--- config.mk ---
export PLATFORM = sky130hd
export DESIGN_NAME = hisl_top
export DESIGN_NICKNAME = d
export VERILOG_FILES = /design/src/hw/hisl_pkg.sv /design/src/hw/hisl_bank.sv /design/src/hw/hisl_top.sv
export SDC_FILE = /design/constraint.sdc
export NUM_CORES = 1
export LEC_CHECK = 0
export BUFFER_PORTS_ARGS = -buffer_cell sky130_fd_sc_hd__buf_2
export CAP_MARGIN = 20
export CELL_PAD_IN_SITES_DETAIL_PLACEMENT = 0
export CELL_PAD_IN_SITES_GLOBAL_PLACEMENT = 1
export CORE_MARGIN = 4
export CORE_UTILIZATION = 42
export DETAILED_ROUTE_END_ITERATION = 6
export PLACE_DENSITY_LB_ADDON = 0.1
export SYNTH_ARGS = -nofsm -noshare
export SYNTH_HDL_FRONTEND = slang
export SYNTH_SLANG_ARGS = --single-unit
--- constraint.sdc ---
create_clock -name mclk -period 2.4 [get_ports mclk]
set_input_delay 0.48 -clock mclk [delete_from_list [all_inputs] [get_ports mclk]]
set_output_delay 0.48 -clock mclk [all_outputs]
set_load 0.02 [all_outputs]
--- src/hw/hisl_pkg.sv ---
// Constants shared by the pin status and low-side override logic.
package hisl_pkg;
   // ****************************************
   // Register bus shape
   // ****************************************
   localparam int ADDR_W = 8;
   localparam int DATA_W = 8;
   localparam int PINS_PER_BANK = 4;
   localparam int NUM_BANKS = 2;
   localparam int NUM_PINS = 8;
   localparam int NUM_LS_PINS = 3;

   // ****************************************
   // Register offsets
   // ****************************************
   localparam logic [7:0] ADDR_BANK0_WAKE_EN = 8'h37;
   localparam logic [7:0] ADDR_BANK0_FAIL_EN = 8'h38;
   localparam logic [7:0] ADDR_BANK1_WAKE_EN = 8'h47;
   localparam logic [7:0] ADDR_BANK1_FAIL_EN = 8'h48;
   localparam logic [7:0] ADDR_BANK0_WAKE_STATUS = 8'h64;
   localparam logic [7:0] ADDR_BANK0_FAIL_STATUS = 8'h65;
   localparam logic [7:0] ADDR_BANK1_WAKE_STATUS = 8'h66;
   localparam logic [7:0] ADDR_BANK1_FAIL_STATUS = 8'h67;
   localparam logic [7:0] ADDR_LOWSIDE_OVERRIDE = 8'h72;

   // ****************************************
   // Field positions inside a bank byte
   // ****************************************
   localparam int WAKE_RISE_BIT = 0;
   localparam int WAKE_FALL_BIT = 1;
   localparam int FAIL_OPEN_BIT = 0;
   localparam int FAIL_SHORT_BIT = 1;

   // ****************************************
   // Values after reset
   // ****************************************
   localparam logic [7:0] ENABLE_RESET = 8'h00;
   localparam logic [7:0] STATUS_RESET = 8'h00;
   localparam logic [2:0] OVERRIDE_PRESET = 3'h0;
   localparam logic [7:0] READ_UNMAPPED = 8'h00;
   localparam logic [7:0] PIN_PRESENT_ALL = 8'hff;
endpackage

--- src/hw/hisl_bank.sv ---
// One bank of four pins: wake and fail status flags and their enables.
`timescale 1ns/1ps
module hisl_bank (
   input wire logic mclk,
   input wire logic rstn,
   input wire logic mode_change,
   input wire logic wr_wake_en,
   input wire logic wr_fail_en,
   input wire logic wr_wake_status,
   input wire logic wr_fail_status,
   input wire logic [hisl_pkg::DATA_W-1:0] wdata,
   input wire logic [hisl_pkg::PINS_PER_BANK-1:0] rise_evt,
   input wire logic [hisl_pkg::PINS_PER_BANK-1:0] fall_evt,
   input wire logic [hisl_pkg::PINS_PER_BANK-1:0] short_evt,
   input wire logic [hisl_pkg::PINS_PER_BANK-1:0] open_evt,
   output logic [hisl_pkg::DATA_W-1:0] wake_status,
   output logic [hisl_pkg::DATA_W-1:0] fail_status,
   output logic [hisl_pkg::DATA_W-1:0] wake_enable,
   output logic [hisl_pkg::DATA_W-1:0] fail_enable,
   output logic pending
);
   import hisl_pkg::*;

   logic [DATA_W-1:0] wake_evt;
   logic [DATA_W-1:0] fail_evt;

   // ****************************************
   // Event placement
   // ****************************************
   genvar p;
   generate
      for (p = 0; p < PINS_PER_BANK; p++) begin : g_pin
         assign wake_evt[2*p+WAKE_RISE_BIT] = rise_evt[p]; // RL5
         assign wake_evt[2*p+WAKE_FALL_BIT] = fall_evt[p]; // RL5
         assign fail_evt[2*p+FAIL_OPEN_BIT] = open_evt[p]; // RL6
         assign fail_evt[2*p+FAIL_SHORT_BIT] = short_evt[p]; // RL6
      end
   endgenerate

   // ****************************************
   // Enables
   // ****************************************
   always_ff @(posedge mclk) begin
      if (!rstn || mode_change) begin
         wake_enable <= ENABLE_RESET; // RL12
         fail_enable <= ENABLE_RESET; // RL12
      end else begin
         if (wr_wake_en) begin
            wake_enable <= wdata; // RL11
         end
         if (wr_fail_en) begin
            fail_enable <= wdata; // RL11
         end
      end
   end

   // ****************************************
   // Status flags
   // ****************************************
   // A disabled source never latches, so enabling it later does not raise
   // an old event. A new event beats a clear in the same cycle.
   always_ff @(posedge mclk) begin
      if (!rstn) begin
         wake_status <= STATUS_RESET;
         fail_status <= STATUS_RESET;
      end else if (mode_change) begin
         wake_status <= (wake_evt & wake_enable); // RL12
         fail_status <= (fail_evt & fail_enable); // RL12
      end else begin
         wake_status <= (wake_status & ~(wr_wake_status ? wdata : 8'h00))
                        | (wake_evt & wake_enable); // RL13 RL10 RL9
         fail_status <= (fail_status & ~(wr_fail_status ? wdata : 8'h00))
                        | (fail_evt & fail_enable); // RL13 RL10 RL9
      end
   end

   assign pending = |((wake_status & wake_enable)
                    | (fail_status & fail_enable)); // RL14
endmodule // hisl_bank

--- src/hw/hisl_top.sv ---
// Pin status registers, interrupt request and low-side override bits.
// Notes on behaviour
// RL1: Override bit 1 forces that pin's low-side driver off regardless of request.
// RL2: Override bit 0 (preset) lets the low-side driver follow its control setting.
// RL3: Override bits are non-volatile and writable only under restricted access.
// RL4: Override bits of absent pins always read 0, also in the CRC image.
// RL5: Bank 0 wake status at 64h holds pin 1-4 rise/fall flags.
// RL6: Bank 0 fail status at 65h: odd bits short, even bits open load.
// RL7: Bank 1 wake status at 66h holds pin 5-8 rise/fall flags.
// RL8: Bank 1 fail status at 67h: odd bits short, even bits open load.
// RL9: A flag reads 1 while pending, 0 otherwise; all status bits read/write.
// RL10: Each edge and fault interrupt is gated by its own enable bit.
// RL11: Enable registers at 37h, 38h, 47h, 48h mirror status layout.
// RL12: Mode change reinitialises enables and interrupt flags to defaults; the code loads flags with events arriving that cycle, gated by the old enables.
// RL13: A detected event sets its flag until software writes 1 there.
// RL14: Any enabled pending flag raises the interrupt request output.
`timescale 1ns/1ps
module hisl_top #(
   parameter logic [7:0] PIN_PRESENT = 8'hff
) (
   input wire logic mclk,
   input wire logic rstn,
   input wire logic reg_wr,
   input wire logic [hisl_pkg::ADDR_W-1:0] reg_addr,
   input wire logic [hisl_pkg::DATA_W-1:0] reg_wdata,
   output logic [hisl_pkg::DATA_W-1:0] reg_rdata,
   input wire logic nv_write_unlock,
   input wire logic mode_change,
   input wire logic [hisl_pkg::NUM_PINS-1:0] rise_evt,
   input wire logic [hisl_pkg::NUM_PINS-1:0] fall_evt,
   input wire logic [hisl_pkg::NUM_PINS-1:0] short_evt,
   input wire logic [hisl_pkg::NUM_PINS-1:0] open_evt,
   input wire logic [hisl_pkg::NUM_LS_PINS-1:0] lowside_request,
   output logic [hisl_pkg::NUM_LS_PINS-1:0] lowside_drive,
   output logic [hisl_pkg::DATA_W-1:0] override_crc_image,
   output logic irq_request
);
   import hisl_pkg::*;

   logic [NUM_BANKS-1:0] wr_wake_en;
   logic [NUM_BANKS-1:0] wr_fail_en;
   logic [NUM_BANKS-1:0] wr_wake_status;
   logic [NUM_BANKS-1:0] wr_fail_status;
   logic [DATA_W-1:0] wake_status [NUM_BANKS];
   logic [DATA_W-1:0] fail_status [NUM_BANKS];
   logic [DATA_W-1:0] wake_enable [NUM_BANKS];
   logic [DATA_W-1:0] fail_enable [NUM_BANKS];
   logic [NUM_BANKS-1:0] bank_pending;
   logic [NUM_LS_PINS-1:0] pin1_3_override;
   logic [NUM_LS_PINS-1:0] present_mask;
   logic [DATA_W-1:0] next_rdata;

   assign present_mask = PIN_PRESENT[NUM_LS_PINS-1:0];

   // ****************************************
   // Write decode
   // ****************************************
   assign wr_wake_en[0] = reg_wr && (reg_addr == ADDR_BANK0_WAKE_EN); // RL11
   assign wr_fail_en[0] = reg_wr && (reg_addr == ADDR_BANK0_FAIL_EN); // RL11
   assign wr_wake_en[1] = reg_wr && (reg_addr == ADDR_BANK1_WAKE_EN); // RL11
   assign wr_fail_en[1] = reg_wr && (reg_addr == ADDR_BANK1_FAIL_EN); // RL11
   assign wr_wake_status[0] = reg_wr
                              && (reg_addr == ADDR_BANK0_WAKE_STATUS); // RL5
   assign wr_fail_status[0] = reg_wr
                              && (reg_addr == ADDR_BANK0_FAIL_STATUS); // RL6
   assign wr_wake_status[1] = reg_wr
                              && (reg_addr == ADDR_BANK1_WAKE_STATUS); // RL7
   assign wr_fail_status[1] = reg_wr
                              && (reg_addr == ADDR_BANK1_FAIL_STATUS); // RL8

   // ****************************************
   // Banks
   // ****************************************
   genvar b;
   generate
      for (b = 0; b < NUM_BANKS; b++) begin : g_bank
         hisl_bank u_bank (
            .mclk(mclk),
            .rstn(rstn),
            .mode_change(mode_change),
            .wr_wake_en(wr_wake_en[b]),
            .wr_fail_en(wr_fail_en[b]),
            .wr_wake_status(wr_wake_status[b]),
            .wr_fail_status(wr_fail_status[b]),
            .wdata(reg_wdata),
            .rise_evt(rise_evt[b*PINS_PER_BANK +: PINS_PER_BANK]),
            .fall_evt(fall_evt[b*PINS_PER_BANK +: PINS_PER_BANK]),
            .short_evt(short_evt[b*PINS_PER_BANK +: PINS_PER_BANK]),
            .open_evt(open_evt[b*PINS_PER_BANK +: PINS_PER_BANK]),
            .wake_status(wake_status[b]),
            .fail_status(fail_status[b]),
            .wake_enable(wake_enable[b]),
            .fail_enable(fail_enable[b]),
            .pending(bank_pending[b])
         );
      end
   endgenerate

   // ****************************************
   // Low-side override
   // ****************************************
   // The stored copy stands for the non-volatile cell; reset loads the
   // factory preset because no programmed value is modelled here.
   always_ff @(posedge mclk) begin
      if (!rstn) begin
         pin1_3_override <= OVERRIDE_PRESET; // RL2
      end else if (reg_wr && nv_write_unlock
                   && (reg_addr == ADDR_LOWSIDE_OVERRIDE)) begin // RL3
         pin1_3_override <= reg_wdata[NUM_LS_PINS-1:0]
                            & present_mask; // RL4
      end
   end

   always_ff @(posedge mclk) begin
      if (!rstn) begin
         lowside_drive <= '0;
      end else begin
         lowside_drive <= lowside_request & ~pin1_3_override; // RL1 RL2
      end
   end

   always_ff @(posedge mclk) begin
      if (!rstn) begin
         override_crc_image <= 8'h00;
      end else begin
         override_crc_image <= {5'h00,
                                pin1_3_override & present_mask}; // RL4
      end
   end

   // ****************************************
   // Read path and interrupt request
   // ****************************************
   always_comb begin
      unique case (reg_addr)
         ADDR_BANK0_WAKE_EN: next_rdata = wake_enable[0];
         ADDR_BANK0_FAIL_EN: next_rdata = fail_enable[0];
         ADDR_BANK1_WAKE_EN: next_rdata = wake_enable[1];
         ADDR_BANK1_FAIL_EN: next_rdata = fail_enable[1];
         ADDR_BANK0_WAKE_STATUS: next_rdata = wake_status[0]; // RL9
         ADDR_BANK0_FAIL_STATUS: next_rdata = fail_status[0]; // RL9
         ADDR_BANK1_WAKE_STATUS: next_rdata = wake_status[1]; // RL9
         ADDR_BANK1_FAIL_STATUS: next_rdata = fail_status[1]; // RL9
         ADDR_LOWSIDE_OVERRIDE: next_rdata = {5'h00, pin1_3_override};
         default: next_rdata = READ_UNMAPPED;
      endcase
   end

   always_ff @(posedge mclk) begin
      if (!rstn) begin
         reg_rdata <= 8'h00;
      end else begin
         reg_rdata <= next_rdata;
      end
   end

   always_ff @(posedge mclk) begin
      if (!rstn) begin
         irq_request <= 1'b0;
      end else begin
         irq_request <= |bank_pending; // RL14
      end
   end
endmodule // hisl_top

==> results.cfg <==
[pwr]
seq_power_share_pct = 52.5
internal_power_uw = 1910
switching_share_pct = 26.3
p_leak_uw = 0.00193
clkPwrFrac_pct = 39.1
p_switching_uw = 682
combPwrFrac_pct = 8.4
power_density_nw_per_um2 = 549
peakVddDrop_v = 0.000233

[floorplanning]
row_count = 35
core_um2 = 9330
die_w_um = 106
die_y_um = 106
die-area_um2 = 11300
start_util_pct = 43.4
io_pins = 76

[outcome]
outcome = complete, no violations

[global_route]
grt_max_degree = 33
grt-ovfl-total = 0
grt_pass1_vias = 3678
grt_pass1_wl_mm = 20.4
grtUsageTotal_pct = 23.5
antenna_found_initial = 0

[worst_hold_path]
whs_path_depth = 3
min_from = lowside_request[1]
min_path_type = in2reg

[routing]
dr.pass1.iters = 5
final_antenna_net_count = 0
vias = 3740
route.detailed.vias_per_inst = 5.83
wl_per_cell_um = 20.7
drc = 0
drtIter0Drc = 191
wl_mm = 13.3

[placed_design]
gp_congestion = 0.892
dp_hpwl_mm = 9.69
placed_cell_area_um2 = 4540
place_inst = 625
port_buffers = 70

[cells_and_area]
area_delta_synth_final_pct = 16.8
nFillCells = 944
diodes = 0
postLayoutCellArea_um2 = 4730
layout.nets = 563
layout.cells.non_filler = 641
drive_gt1_share_pct = 26.6
final_util_pct = 50.7

[cts]
h-tree-depth = 3
clk_transition_reported_paths_ns = 0.09
clock-sinks = 82
cts_setup_buffers = 0
cts_tree = done
clk-insertion-delay-late_ns = 0.36
cts_resized = 0
clk_path_buf_depth = 2
cts_root_buf = clkbuf_8
cts_buffers = 9
holdBufCountCts = 0

[yosys]
ys_ff_latch = 82
synth_compound_gate_area_share_pct = 24.2
syn_avg_cell_area_um2 = 9.12
yosysUniqueCellTypes = 51
synth.largest_area_cell = dfxtp_1
async_flop_share_pct = 0
ys.flop_type = dfxtp_1
synth_fa_ha_area_share_pct = 0
yosysSeqAreaShare_pct = 40.5
syn-cell-area_um2 = 4050
syn_inst = 444
synth_warnings = 0
synthSimpleGateAreaFrac_pct = 20.4
yosys-top-cells-count = dfxtp_1, nand2_1, a21oi_1
synthTopCellsByArea = dfxtp_1, mux2i_1, nand2_1
synth_top_family_by_area = compound AO/OA/AOI/OAI gates
synth.most_common_cell = dfxtp_1
synthMuxAreaShare_pct = 9.67
yosysTopAreaCellShare_pct = 40.5
synthXorXnorAreaFrac_pct = 0
synth_edf_count = 0

[setup_path]
cp-start-kind = primary input
cpMaxStageDelayCell = and4bb_2
max_stage_delay_ns = 0.57
critPathArrivalTime_ns = 2.00
crit_path_end_kind = flop
crit_type = in2reg
crit_start = reg_addr[6]
timing.rr.start = g_bank[1].u_bank.fail_enable[6]
path_cells = buf_2, and4bb_2, nand3_2, mux2i_1, nor2_1
cp_data_required_time_ns = 2.64
ff2ff_path_depth = 4
cp_max_fo = 13

[sta]
skew_ns = 0.00661
slew_headroom_pct = 57.1
layout_worst_path_cycle_share_pct = 73.3
fin_tns_setup_ns = 0
holdWs_ns = 0.319
hold_viol = 0
fmax_mhz = 569
setup_viol = 0
report.final.slew_viol_count = 0
period_needed_ns = 1.76
grt_setup_unrepaired = no
tightest_slew_ns = 0.643

[run]
max_cap_violations = 0
==> cell type report <==
type,count,area [um2],area share [%]
timing repair buffer,89,505,10.7
multi-input combinational,322,2220,46.9
clock buffer,10,128,2.70
tap,129,161,3.41
sequential,82,1640,34.7
inverter,3,11.3,0.238
clock inverter,6,66.3,1.40
==> layer usage <==
metal | routed length [um] | track usage [%] | vias to the layer above
met1 | 5790 | 31.0 | 1780
met5 | 0 | 0 | -
li1 | - | - | 1764
met2 | 6030 | 37.2 | 158
met3 | 927 | 3.95 | 38
met4 | 526 | 11.3 | 0
==> metrics by stage <==
| step | total power [uW] | setup WS, ns |
|---|---|---|
| 6_report | 2600 | 0.642 |
| 4_1_cts | 2610 | 0.666 |
| 3_5_place_dp | 1610 | 0.296 |
| 3_3_place_gp | 1610 | 0.319 |
| 5_1_grt | 2680 | 0.582 |
| 2_1_floorplan | 1520 | 0.417 |
==> flip-flops by register name, summed over array words and instances (netlist names) <==
signal / count
g_bank.u_bank.fail_enable: 16
override_crc_image: 3
lowside_drive: 3
g_bank.u_bank.wake_enable: 16
g_bank.u_bank.wake_status: 16
g_bank.u_bank.fail_status: 16
pin1_3_override: 3
irq_request: 1
reg_rdata: 8
==> placed cells by master (no fill, tap or decap), drive strengths merged, types with 5 or more instances in the layout <==
master	Yosys	layout
conb	1	5
nor2	35	35
dfxtp	82	82
and2	6	6
nor3b	7	7
o2bb2ai	8	8
a32oi	7	7
a21oi	42	42
a211oi	9	9
clkbuf	27	10
a22oi	22	22
mux2i	38	38
buf	14	89
nand3	5	5
nand2	57	57
a31o	32	32
==> logic make-up (layout without fill, tap and decap cells) <==
| group | Yosys count | after routing |
|---|---|---|
| AND/OR/NAND/NOR | 143 | 143 |
| AO/OA/AOI/OAI | 135 | 135 |
| flip-flops | 82 | 82 |
| buffers and inverters | 44 | 108 |
| other | 1 | 5 |
| multiplexers | 39 | 39 |
==> final timing paths <==
| path | end | slack (ns) |
|---|---|---|
| worst min-delay path | lowside_drive[1] | 0.32 |
| worst max-delay path | g_bank[0].u_bank.wake_enable[0] | 0.64 |
| worst max register to register | reg_rdata[6] | 0.88 |
| worst min register to register | lowside_drive[2] | 0.46 |
==> power groups by stage <==
stage	clock network (uW)	registers, uW	logic, uW
floorplan	0	1400	123
CTS	1040	1360	215
global placement	0	1400	213
global route	1080	1360	232
finish	1020	1360	218
detailed placement	0	1400	214
==> worst max-delay path: cells and delay by family <==
family / cells / cell delay (ns)
muxes: 1 / 0.28
and+or+nand+nor: 3 / 1.05
buffers and inverters: 1 / 0.17
No activity file was read; power rests on OpenSTA's default activity.
